<file path="config.mk">
export PLATFORM = sky130hd
export DESIGN_NAME = pcps_power_seq
export DESIGN_NICKNAME = d
export VERILOG_FILES = /design/src/pcps_pkg.sv /design/src/pcps_card_pm.sv /design/src/pcps_power_seq.sv
export SDC_FILE = /design/constraint.sdc
export NUM_CORES = 1
export LEC_CHECK = 0
export ABC_AREA = 1
export BUFFER_PORTS_ARGS = -buffer_cell sky130_fd_sc_hd__buf_2
export CORE_MARGIN = 2
export CORE_UTILIZATION = 60
export DETAILED_ROUTE_END_ITERATION = 16
export GPL_ROUTABILITY_DRIVEN = 0
export PLACE_DENSITY = 0.82
export SYNTH_ARGS = -nofsm -noshare
export SYNTH_HDL_FRONTEND = slang
export SYNTH_SLANG_ARGS = --single-unit
</file>
<file path="constraint.sdc">
create_clock -name ref_clk -period 5.4 [get_ports ref_clk]
set_input_delay 0.54 -clock ref_clk [delete_from_list [all_inputs] [get_ports ref_clk]]
set_output_delay 0.54 -clock ref_clk [all_outputs]
set_load 0.03 [all_outputs]
</file>
<file path="src/pcps_pkg.sv">
/*
 power-state sequencer package: config offsets, field positions, timing counts, carrier types.
 assumes a 100 MHz ref_clk; config accesses arrive as a simple decoded port.
*/
package pcps_pkg;
	// config-space offset of the phy power saving control byte
	localparam logic [7:0] PHY_PWR_CTRL_OFS = 8'h98;
	localparam logic [7:0] PHY_PWR_CTRL_RST = 8'h00;
	// field positions inside that byte
	localparam int D2_SLEEP_BIT = 0;
	localparam int D3_SLEEP_BIT = 1;
	localparam int D2_FORCE_BIT = 2;
	localparam int D3_FORCE_BIT = 3;
	// pci power state encodings
	localparam logic [1:0] PS_D0 = 2'h0;
	localparam logic [1:0] PS_D1 = 2'h1;
	localparam logic [1:0] PS_D2 = 2'h2;
	localparam logic [1:0] PS_D3 = 2'h3;
	// resume timing, longest times round down
	localparam int CLK_PERIOD_NS = 10;
	localparam int DOZE_RESUME_NS = 200;
	localparam int SLEEP_RESUME_NS = 10000000;
	localparam int DOZE_RESUME_CYC = DOZE_RESUME_NS / CLK_PERIOD_NS - 1;
	localparam int SLEEP_RESUME_CYC = SLEEP_RESUME_NS / CLK_PERIOD_NS - 1;
	localparam int CARD_RESET_CYC = 4;

	typedef enum {PCPS_FULL, PCPS_DOZE, PCPS_SLEEP, PCPS_WAKE} pcps_phy_state_t;

	// phy control outputs travel together
	typedef struct packed {
		logic digital_clk_en;
		logic cable_pwr_en;
		logic pll_osc_en;
		logic repeater;
	} pcps_phy_ctrl_t;

	// config write port
	typedef struct packed {
		logic wr;
		logic [7:0] addr;
		logic [7:0] data;
	} pcps_cfg_wr_t;
endpackage

</file>
<file path="src/pcps_card_pm.sv">
/*
 flash-card function power behaviour: access gating, serial clock gating, auto reset, wake.
 assumes power state and card-detect inputs synchronous to ref_clk.
*/
`timescale 1ns/10ps
module pcps_card_pm #(
	parameter int RESET_CYC = pcps_pkg::CARD_RESET_CYC
) (
	input wire logic ref_clk,
	input wire logic rst,
	input wire logic [1:0] power_state,
	input wire logic [1:0] card_detect,
	output logic full_access,
	output logic card_a_serial_clock_en,
	output logic card_b_serial_clock_en,
	output logic card_reset,
	output logic card_wake
);
	initial begin
		if (RESET_CYC < 1 || RESET_CYC > 255) $error("RESET_CYC out of range");
	end

	typedef struct packed {
		logic full;
		logic clk_en;
		logic [7:0] rst_cnt;
		logic in_d3;
		logic [1:0] det_q;
		logic wake;
		logic resetting;
		logic armed;
	} pcps_card_st_t;

	pcps_card_st_t st;
	pcps_card_st_t next_st;

	// gating and reset sequencing
	always_comb begin
		next_st = st;
		next_st.clk_en = (power_state != pcps_pkg::PS_D3);
		next_st.in_d3 = (power_state == pcps_pkg::PS_D3);
		if (st.in_d3 && power_state == pcps_pkg::PS_D0) begin
			next_st.rst_cnt = 8'(RESET_CYC);
		end else if (st.rst_cnt != 8'h00) begin
			next_st.rst_cnt = st.rst_cnt - 8'h01;
		end
		// access follows the new count, so d3 exit gives no stray cycle of access
		next_st.full = (power_state == pcps_pkg::PS_D0) && (next_st.rst_cnt == 8'h00);
		next_st.resetting = (next_st.rst_cnt != 8'h00);
		next_st.det_q = card_detect;
		next_st.armed = 1'b1;
		// any detect edge is a wake event, no clock gating on this path in aux power
		// first cycle after reset only loads the levels, so an occupied slot is no event
		next_st.wake = st.armed && |(card_detect ^ st.det_q);
	end

	always_ff @(posedge ref_clk or posedge rst) begin
		if (rst) begin
			st <= '0;
		end else begin
			st <= next_st;
		end
	end

	assign full_access = st.full;
	assign card_a_serial_clock_en = st.clk_en;
	assign card_b_serial_clock_en = st.clk_en;
	assign card_reset = st.resetting;
	assign card_wake = st.wake;
endmodule

</file>
<file path="src/pcps_power_seq.sv">
/*
 phy and card power-state sequencer top: phy doze/sleep control, linkon wake, pme.
 assumes config writes and power state arrive synchronous to ref_clk from the pci config logic.
*/
`timescale 1ns/10ps
module pcps_power_seq #(
	parameter int NUM_PORTS = 2,
	parameter int SLEEP_RESUME_CYC = pcps_pkg::SLEEP_RESUME_CYC
) (
	input wire logic ref_clk,
	input wire logic rst,
	input wire pcps_pkg::pcps_cfg_wr_t cfg_wr,
	input wire logic [7:0] cfg_rd_addr,
	output logic [7:0] cfg_rd_data,
	input wire logic [1:0] link_power_state,
	input wire logic [1:0] card_power_state,
	input wire logic [NUM_PORTS-1:0] port_idle,
	input wire logic link_on,
	input wire logic [1:0] card_detect,
	output pcps_pkg::pcps_phy_ctrl_t phy_ctrl,
	output logic pme_n,
	output logic card_full_access,
	output logic card_a_serial_clock_en,
	output logic card_b_serial_clock_en,
	output logic card_reset
);
	initial begin
		if (NUM_PORTS < 1 || NUM_PORTS > 8) $error("NUM_PORTS out of range");
		if (SLEEP_RESUME_CYC < pcps_pkg::DOZE_RESUME_CYC || SLEEP_RESUME_CYC > 2**24 - 1)
			$error("SLEEP_RESUME_CYC out of range");
	end

	typedef struct packed {
		logic [7:0] ctrl;
		pcps_pkg::pcps_phy_state_t phy;
		logic forced;
		logic [23:0] wake_cnt;
		pcps_pkg::pcps_phy_ctrl_t out;
		logic pme_n;
		logic [7:0] rd;
	} pcps_top_st_t;

	pcps_top_st_t st;
	pcps_top_st_t next_st;
	logic card_wake;
	logic card_full;
	logic card_a_en;
	logic card_b_en;
	logic card_rst;

	// phy control lines for a given phy state
	function automatic pcps_pkg::pcps_phy_ctrl_t phy_lines(input pcps_pkg::pcps_phy_state_t s, input logic rep);
		pcps_pkg::pcps_phy_ctrl_t c;
		c.digital_clk_en = (s == pcps_pkg::PCPS_FULL) || (s == pcps_pkg::PCPS_WAKE);
		c.cable_pwr_en = c.digital_clk_en;
		c.pll_osc_en = (s != pcps_pkg::PCPS_SLEEP);
		c.repeater = rep;
		return c;
	endfunction

	pcps_card_pm u_card (
		.ref_clk(ref_clk),
		.rst(rst),
		.power_state(card_power_state),
		.card_detect(card_detect),
		.full_access(card_full),
		.card_a_serial_clock_en(card_a_en),
		.card_b_serial_clock_en(card_b_en),
		.card_reset(card_rst),
		.card_wake(card_wake)
	);

	logic low_state;
	logic in_d3;
	logic ports_ok;
	logic force_on;
	logic want_sleep;
	assign in_d3 = (link_power_state == pcps_pkg::PS_D3);
	assign low_state = (link_power_state == pcps_pkg::PS_D2) || in_d3;
	assign ports_ok = &port_idle;
	assign force_on = in_d3 ? st.ctrl[pcps_pkg::D3_FORCE_BIT] : st.ctrl[pcps_pkg::D2_FORCE_BIT];
	assign want_sleep = in_d3 ? st.ctrl[pcps_pkg::D3_SLEEP_BIT] : st.ctrl[pcps_pkg::D2_SLEEP_BIT];

	// phy state machine, register file, pme
	always_comb begin
		next_st = st;
		if (cfg_wr.wr && cfg_wr.addr == pcps_pkg::PHY_PWR_CTRL_OFS) begin
			next_st.ctrl = cfg_wr.data;
		end
		next_st.rd = (cfg_rd_addr == pcps_pkg::PHY_PWR_CTRL_OFS) ? st.ctrl : 8'h00;
		// pme kept at its pin level so the output leaves a flop directly
		next_st.pme_n = ~card_wake;
		unique case (st.phy)
			pcps_pkg::PCPS_FULL: begin
				// low power only with idle ports or force; otherwise keep repeating
				if (low_state && (ports_ok || force_on)) begin
					next_st.phy = want_sleep ? pcps_pkg::PCPS_SLEEP : pcps_pkg::PCPS_DOZE;
					next_st.forced = force_on && !ports_ok;
				end
			end
			pcps_pkg::PCPS_DOZE, pcps_pkg::PCPS_SLEEP: begin
				if (!low_state) begin
					next_st.phy = pcps_pkg::PCPS_FULL;
				end else if (link_on && !st.forced) begin
					next_st.phy = pcps_pkg::PCPS_WAKE;
					next_st.wake_cnt = (st.phy == pcps_pkg::PCPS_SLEEP) ? 24'(SLEEP_RESUME_CYC)
						: 24'(pcps_pkg::DOZE_RESUME_CYC);
					next_st.pme_n = 1'b0;
				end
			end
			pcps_pkg::PCPS_WAKE: begin
				// woken phy stays up until the host returns the link to D0 or D1
				if (st.wake_cnt != 24'h000000) begin
					next_st.wake_cnt = st.wake_cnt - 24'h000001;
				end
				if (!low_state) begin
					next_st.phy = pcps_pkg::PCPS_FULL;
				end
			end
		endcase
		next_st.out = phy_lines(next_st.phy, low_state && next_st.phy == pcps_pkg::PCPS_FULL);
	end

	always_ff @(posedge ref_clk or posedge rst) begin
		if (rst) begin
			st <= '{ctrl: pcps_pkg::PHY_PWR_CTRL_RST, phy: pcps_pkg::PCPS_FULL, forced: 1'b0, wake_cnt: '0,
				out: 4'hE, pme_n: 1'b1, rd: 8'h00};
		end else begin
			st <= next_st;
		end
	end

	assign cfg_rd_data = st.rd;
	assign phy_ctrl = st.out;
	assign pme_n = st.pme_n;
	assign card_full_access = card_full;
	assign card_a_serial_clock_en = card_a_en;
	assign card_b_serial_clock_en = card_b_en;
	assign card_reset = card_rst;

	// power saving entry is decided in one cycle from port status and force bits
	logic phy_low;
	assign phy_low = (st.phy == pcps_pkg::PCPS_DOZE) || (st.phy == pcps_pkg::PCPS_SLEEP);
endmodule

</file>
Yosys cells after proc, flatten, opt, wreduce, memory -nomap -nowiden
Cells that the tools add are included.
{"block": "classes", "add_sub_neg": 1, "eq_ne": 11, "mux": 14, "n_bitwise": 2, "reduce_logical": 23}
{"cell": "$mux W32", "count": 3}
{"cell": "$pmux W32 S3", "count": 1}
{"cell": "$eq A32 B2 Y1 const B", "count": 2}
{"cell": "$logic_not A32 Y1", "count": 2}
{"cell": "$mux W33", "count": 1}
{"cell": "$eq A32 B1 Y1 const B", "count": 1}
{"cell": "$eq A32 B3 Y1 const B", "count": 1}
{"cell": "$ne A32 B3 Y1 const B", "count": 1}
{"cell": "$mux W8", "count": 3}
{"cell": "$eq A8 B8 Y1 const B", "count": 2}
{"cell": "$reduce_bool A8 Y1", "count": 2}
{"cell": "$logic_and A1 B1 Y1", "count": 8}
{"cell": "$logic_not A8 Y1", "count": 1}
{"cell": "$sub A8 B1 Y8 const B", "count": 1}
{"cell": "$eq A2 B2 Y1 const B", "count": 3}
{"cell": "$mux W1", "count": 5}
{"cell": "$reduce_and A2 Y1", "count": 2}
{"cell": "$reduce_or A2 Y1", "count": 2}
{"cell": "$logic_or A1 B1 Y1", "count": 3}
{"cell": "$logic_not A1 Y1", "count": 2}
{"cell": "$logic_not A2 Y1", "count": 1}
{"cell": "$mux W2", "count": 1}
{"cell": "$ne A2 B2 Y1 const B", "count": 1}
{"cell": "$xor A2 B2 Y2", "count": 1}
{"cell": "$not A1 Y1", "count": 1}
{"block": "word_totals", "register_bits": 69, "input_bits": 36, "out_inout_bits": 17, "word_cells": 67}

Depth between registers and ports, before layout
Gate-level depths: netlist (run 1).
{"block": "logic_depth", "depth_word": 8, "ltp_mapped": 12, "ltp_nobuf": 12}

Cells and area by module
Synthesis (run 1) repeated with hierarchy kept, for this count alone.
{"block": "unflattened", "cells_unflattened": 371, "hier_area_um2": 3186.8}
{"module": "pcps_power_seq", "n_inst": 1, "cells_each": 274, "area_per_inst_um2": 2359.8, "seq_area_each_um2": 1330.0}
{"module": "pcps_card_pm", "n_inst": 1, "cells_each": 97, "area_per_inst_um2": 827.0, "seq_area_each_um2": 400.4}

Least setup slack after synthesis (run 1)
OpenSTA, ideal clock, no wires.
{"block": "synth_timing", "path_kind": "input-to-reg", "startpoint": "input port link_power_state[1]", "endpoint": "register st[37] (netlist bit)", "setup_time_ns": 0.127, "arrival_time_ns": 1.410, "t_required_ns": 5.273, "path_slack_ns": 3.863, "cell_stages": 7, "n_path_buf": 1, "path_cell_list": "nand2_2 -> o211ai_2 -> nand2_2 -> inv_2 -> buf_6 -> nand4_1 -> mux2_1"}
{"block": "synth_via", "elab_chain_len": 5, "word_cells_on_any_way": 8, "classes_between": "2 x eq/ne; 1 x mux; 5 x reduce/logical"}
{"item": "start, declared", "line": "pcps_power_seq.sv:15", "rtl": "input wire logic [1:0] link_power_state,"}
{"item": "$eq A2 B2 Y1", "line": "pcps_power_seq.sv:78", "rtl": "assign in_d3 = (link_power_state == pcps_pkg::PS_D3);"}
{"item": "$mux W1", "line": "pcps_power_seq.sv:81", "rtl": "assign force_on = in_d3 ? st.ctrl[pcps_pkg::D3_FORCE_BIT] : st.ctrl[pcps_pkg::D2_FORCE_BIT];"}
{"item": "$logic_or A1 B1 Y1", "line": "pcps_power_seq.sv:96", "rtl": "if (low_state && (ports_ok || force_on)) begin"}
{"item": "$logic_and A1 B1 Y1", "line": "pcps_power_seq.sv:96"}
{"item": "$reduce_and A2 Y1 (no line)"}
{"item": "end signal, assigned", "line": "pcps_power_seq.sv:126", "rtl": "st <= '{ctrl: pcps_pkg::PHY_PWR_CTRL_RST, phy: pcps_pkg::PCPS_FULL, forced: 1'b0, wake_cnt: '0,"}
{"item": "end signal, assigned", "line": "pcps_power_seq.sv:129", "rtl": "st <= next_st;"}
{"item": "end, declared", "line": "pcps_power_seq.sv:43", "rtl": "pcps_top_st_t st;"}
Parallel ways exist; a longest one is shown, timed or not.
A chain may end at the register's enable or synchronous reset.

==> results of run 1 <==
==> sequential cells by signal, indices dropped and copies added (netlist names) <==
| register | cells |
|---|---|
| cfg_rd_data | 8 |
| phy_ctrl | 3 |
| u_card.card_a_serial_clock_en | 1 |
| u_card.card_wake | 1 |
| u_card.card_reset | 1 |
| pme_n | 1 |
| u_card.st | 12 |
| st | 41 |
| u_card.full_access | 1 |
==> metrics by stage <==
step           instance area [um^2]  util [%]  power (mW)
3_3_place_gp                   3320      65.8       0.989
3_5_place_dp                   3320      65.8        1.00
6_report                       3540      70.2        1.45
4_1_cts                        3540      70.2        1.46
2_1_floorplan                  3100         -       0.939
5_1_grt                        3540      70.2        1.54
==> report_power, final <==
group / total, mW / switching [mW] / internal, mW / leakage [nW]
clock network: 0.459 / 0.197 / 0.262 / 0.110
registers: 0.620 / 0.0377 / 0.583 / 0.875
logic: 0.375 / 0.245 / 0.129 / 0.972
total: 1.45 / 0.480 / 0.974 / 1.96
==> area by class of cell <==
cell class / count / area share [%]
Clock buffer: 9 / 3.50
Clock inverter: 7 / 2.79
Inverter: 70 / 7.42
Multi-Input combinational cell: 199 / 27.4
Sequential cell: 69 / 48.9
Tap cell: 70 / 2.47
Timing Repair Buffer: 53 / 7.56
==> layer usage <==
layer | vias to the layer above | GRT usage [%] | wire length [um]
li1 | 1150 | - | -
met1 | 1048 | 26.5 | 2450
met2 | 66 | 32.6 | 2600
met3 | 14 | 5.16 | 280
met4 | 0 | 12.7 | 142
met5 | - | 0 | 0
==> placed cells by master (no fill, tap or decap), drive strengths merged <==
cell type and n:
a21oi 11, nor4 2, nand3 14, nand4 3, dfstp 3, nor3 6
o21ai 11, xnor2 2, bufinv 2, inv 71, nor2 90, mux2 1
buf 53, a41oi 4, clkinvlp 1, xor2 4, conb 1, nand2 46
clkinv 3, dfrtp 66, clkbuf 9, ha 2, a21boi 1, o211ai 1
==> worst max-delay path: cells and delay by family <==
kind                   cells  cell delay [ps]
AND/OR/NAND/NOR            8              990
AO/OA/AOI/OAI              1              150
buffers and inverters      2              580
==> worst paths after layout <==
path                                     startpoint            to  cells past startpoint
worst min-delay path                 card_detect[0]  u_card.st[3]                      1
worst min register to register     u_card.card_wake         pme_n                      1
min in group asynchronous                       rst        st[76]                      3
worst max register to register               st[73]   phy_ctrl[0]                     10
max in group asynchronous                       rst        st[69]                      3
worst max-delay path            link_power_state[1]   phy_ctrl[0]                     11
==> cell families after synthesis <==
family	Yosys count	share of synthesized area [%]
adders and majority gates	2	0.808
buffers and inverters	88	12.8
AOI/OAI and AO/OA	28	6.06
other	1	0.121
and+or+nand+nor	161	22.3
DFF	69	55.9
xor gates and xnor gates	6	1.70
muxes	1	0.364
==> flow_metrics.py, run 1 <==
metrics = {
    "outcome": {
        "status": "finished, final reports clean",
    },
    "layout": {
        "multi_input_area_um2": 970,
        "drive_gt1_share_pct": 22.9,
        "area_delta_synth_final_pct": 14.3,
        "final_cells": 477,
        "diodes": 0,
        "nets": 440,
        "fillCellCount": 390,
        "seq_area_mm2": 0.00173,
    },
    "yosys": {
        "syn_avg_cell_area_um2": 8.70,
        "synth-edff-count": 0,
        "yosys.area.top_type": "dfrtp_1",
        "synth_top_cells_by_area": "dfrtp_1 (53%), nor2_1 (10%), inv_1 (8.2%)",
        "seq_area_frac_synth_pct": 55.9,
        "syn-num-nets": 394,
        "syn_inst": 356,
        "yosys.area.top_type_share_pct": 53.3,
        "synthesis.area_mm2": 0.00310,
        "synth.most_common_cell": "nor2_1",
        "synth_warnings": 0,
        "synthArstFlopShare_pct": 100,
        "synth-main-ff-cell": "dfrtp_1",
        "synth_common_cells": "nor2_1 (85), inv_1 (68), dfrtp_1 (66)",
        "ys_seq_elements": 69,
        "ys_types": 32,
    },
    "timing": {
        "setup_viol": 0,
        "final-hold-violation-count": 0,
        "finalSetupTns_ps": 0,
        "rsz0062_at_grt": "false",
        "period_share_pct": 36.9,
        "finalCriticalPeriod_ps": 1990,
        "max_slew.worst_pin.slew_ps": 829,
        "max_slew_margin_pct": 44.8,
        "skew_ps": 6.86,
        "holdWs_ps": 327,
        "setup_ws_ps": 3410,
        "slew_violations": 0,
        "fmax_ghz": 0.502,
    },
    "setup_path": {
        "path_class": "input pin to flop",
        "worstSetupStartpointType": "input pin",
        "worst_ep_required_time_ps": 5670,
        "crit_fanout": 32,
        "crit_chain": "buf_2 > nand2_2 > o211ai_2 > nand2_2 > inv_2 > nand2_1 > nand3_2 > nand3_2 > nor2_2 > nand2_1 > nor2_1",
        "cp_slowest_stage_delay_ps": 430,
        "critPathSlowestCell": "inv_2",
        "end_kind": "flop",
        "critPathArrivalTime_ps": 2260,
        "r2r_setup_slack_ps": 3440,
    },
    "floorplanning": {
        "die_w_um": 75.8,
        "die_y_um": 75.8,
        "rows": 26,
        "start_util_pct": 61.4,
        "top_level_ports": 53,
        "dieArea_mm2": 0.00575,
        "core_mm2": 0.00504,
    },
    "placed_design": {
        "dp.cells": 461,
        "pre_cts_ws_ps": 3080,
        "post-dp-hpwl_um": 3960,
        "port_buffers": 52,
    },
    "clocking": {
        "holdBufCountCts": 0,
        "cts_inserted_buffers": 9,
        "clock_tree.root_cell": "clkbuf_8",
        "ctsLongestPathBuffers": 2,
        "cts.repair.resized": 0,
        "htree_levels": 3,
        "clkSlewWorstSetupHoldPaths_ps": 70,
        "postCtsSetupBuffers": 0,
        "cts.sinks": 69,
        "cts_tree": "done",
        "insertion_delay_ps": 340,
    },
    "routing": {
        "wl_um": 5480,
        "ant_nets": 0,
        "first_iter_violations": 134,
        "first_pass_iters": 4,
        "wl_per_cell_um": 11.5,
        "vias": 2278,
        "route.detailed.drc": 0,
        "vias_per_cell": 4.78,
    },
    "pwr": {
        "p_leak_nw": 1.96,
        "peakVddDrop_uv": 250,
        "p_per_area_mw_per_mm2": 411,
    },
    "min_path": {
        "hp-class": "input pin to flop",
    },
    "run": {
        "maxCapViolCount": 0,
    },
    "global_route": {
        "grt_pass1_vias": 2191,
        "grt_first_pass_wirelength_um": 8950,
        "grt_max_degree": 70,
        "antenna_found_initial": 0,
        "grt-ovfl-total": 0,
        "track_usage_pct": 21.0,
    },
}
Note: power is estimated with default switching activity, not from simulation.
==> inputs of run 2 (changes only) <==
Settings changed: ABC_AREA 1 to 0, CORE_UTILIZATION 60 to 55, PLACE_DENSITY 0.82 to 0.77.
Clock period 5.4 ns to 1.95 ns, I/O delays scaled along.
==> flow_metrics.py, run 2 <==
metrics = {
    "outcome": {
        "status": "finished with violations",
        "violations": "setup timing",
    },
    "yosys": {
        "syn-num-nets": 277,
        "synth-main-ff-cell": "dfrtp_1",
        "synthesis.area_mm2": 0.00287,
        "seq_area_frac_synth_pct": 60.2,
        "synthArstFlopShare_pct": 100,
        "syn_avg_cell_area_um2": 12.0,
        "ys_types": 45,
        "synth_top_cells_by_area": "dfrtp_1 (57%), and2_1 (8.5%), mux2_2 (3.5%)",
        "ys_seq_elements": 69,
        "synth_warnings": 0,
        "yosys.area.top_type_share_pct": 57.5,
        "synth_common_cells": "dfrtp_1 (66), and2_1 (39), buf_4 (13), nor2_1 (13), nand2_1 (11)",
        "synth.most_common_cell": "dfrtp_1",
        "yosys.area.top_type": "dfrtp_1",
        "syn_inst": 239,
        "synth-edff-count": 0,
    },
    "timing": {
        "skew_ps": 10.9,
        "setup_viol": 34,
        "final-hold-violation-count": 0,
        "slew_violations": 0,
        "finalCriticalPeriod_ps": 2210,
        "period_share_pct": 113,
        "setup_ws_ps": -262,
        "fmax_ghz": 0.452,
        "rsz0062_at_grt": "true",
    },
    "setup_path": {
        "worst_path_most_repeated_cell": "or4_4",
        "crit_fanout": 3,
        "crit_chain": "or4_4 > or4_4 > nor3_4 > mux2i_2 > inv_1 > and3_1",
        "critPathSlowestCell": "or4_4",
        "path_class": "flop to flop",
        "cp_slowest_stage_delay_ps": 530,
        "end_kind": "flop",
        "worst_ep_required_time_ps": 2180,
        "worstSetupStartpointType": "flop",
        "critPathArrivalTime_ps": 2440,
        "r2r_setup_slack_ps": -260,
    },
    "floorplanning": {
        "die_y_um": 76.3,
        "core_mm2": 0.00507,
        "top_level_ports": 53,
        "rows": 26,
        "die_w_um": 76.3,
        "start_util_pct": 56.6,
        "dieArea_mm2": 0.00582,
    },
    "clocking": {
        "htree_levels": 3,
        "cts_tree": "done",
        "cts.sinks": 69,
        "cts_inserted_buffers": 9,
        "clock_tree.root_cell": "clkbuf_8",
        "clkSlewWorstSetupHoldPaths_ps": 80,
        "ctsLongestPathBuffers": 2,
        "insertion_delay_ps": 340,
    },
    "layout": {
        "fillCellCount": 395,
        "largest-register": "st",
        "diodes": 0,
        "largest_reg_flops": 41,
        "stdcell_area_mm2": 0.00351,
        "fin_util_pct": 69.2,
        "final_cell_mix": "dfrtp_1 (66), buf_2 (53), and2_1 (36), nor2_1 (13), nand2_1 (11)",
        "area_delta_synth_final_pct": 22.2,
        "drive_gt1_share_pct": 36.3,
        "final_common_cell": "dfrtp_1",
        "nets": 339,
    },
    "routing": {
        "first_iter_violations": 73,
        "wl_um": 5000,
        "ant_nets": 0,
        "route.detailed.drc": 0,
        "wl_per_cell_um": 13.3,
        "vias_per_cell": 5.01,
        "first_pass_iters": 4,
        "vias": 1885,
    },
    "placed_design": {
        "post-dp-hpwl_um": 3320,
        "dpl_cell_area_mm2": 0.00319,
        "port_buffers": 52,
    },
    "min_path": {
        "hp-class": "input pin to flop",
    },
    "global_route": {
        "grt_max_degree": 70,
        "antenna_found_initial": 0,
        "grt_first_pass_wirelength_um": 8570,
        "grt_pass1_vias": 1961,
        "track_usage_pct": 18.9,
        "grt-ovfl-total": 0,
    },
    "pwr": {
        "p_per_area_mw_per_mm2": 1180,
        "p_leak_nw": 1.83,
        "peakVddDrop_uv": 563,
    },
    "run": {
        "maxCapViolCount": 0,
    },
}
-- run 2: metal layers --
metal | track usage [%] | vias up | wire (um)
met4 | 11.8 | 0 | 134
met2 | 30.5 | 36 | 2440
met1 | 22.9 | 917 | 2250
met5 | 0 | - | 0
li1 | - | 920 | -
met3 | 4.74 | 12 | 169
-- run 2: final cells by class --
cell class	instances	area [um^2]	share of cell area, %
Sequential cell	69	1730	49.3
Multi-Input combinational cell	145	1040	29.5
Timing Repair Buffer	68	402	11.4
Clock buffer	10	138	3.92
Tap cell	70	87.6	2.49
Clock inverter	6	86.3	2.46
Inverter	8	30.0	0.855
-- run 2: worst max-delay path: cells and delay by family, from the launching register on --
family                 cells  cell delay, ps
DFF                        1             380
and+or+nand+nor            4            1330
muxes                      1             320
buffers and inverters      1              70
-- run 2: path summary, 6_finish.rpt --
path | startpoint | end | depth (start not counted)
max | st[41] | phy_ctrl[0] | 6
max reg2reg | st[41] | phy_ctrl[0] | 6
min | card_power_state[0] | u_card.full_access | 2
min in group asynchronous | rst | st[55] | 4
min reg2reg | u_card.card_wake | pme_n | 1
max in group asynchronous | rst | pme_n | 4
-- run 2: what timing repair did --
item | 4_1_cts | 5_1_grt
setup buffers | 2 | 0
gates cloned | 2 | 0
resized for setup | 9 | 2
endpoints found under the hold margin | 68 | 0
pin swaps | 7 | 0
hold buffers | 3 | 0
endpoints found under the setup margin | 35 | 36
-- run 2: cell families after synthesis --
group	share of synthesized area, %
compound gates	3.96
xor+xnor	3.05
fa+ha+maj	1.22
buf+inv	4.96
flops	60.2
mux	6.14
other cells	0.131
simple gates	20.3
-- run 2: power breakdown --
part | internal [mW] | switching, mW
clock network | 0.752 | 0.526
registers | 1.61 | 0.132
logic | 0.482 | 0.633
total | 2.84 | 1.29
-- run 2: stage by stage --
step	power, mW	setup WS, ps	std cells	hold slack (ps)	TNS [ps]
after CTS	4.14	-254	376	28.0	-4730
after global routing	4.37	-352	376	31.3	-7730
final	4.13	-262	376	38.6	-5150
after global placement	2.71	-220	353	295	-4160
after detailed placement	2.75	-313	353	296	-5700
after floorplan	2.51	-238	239	226	-2240
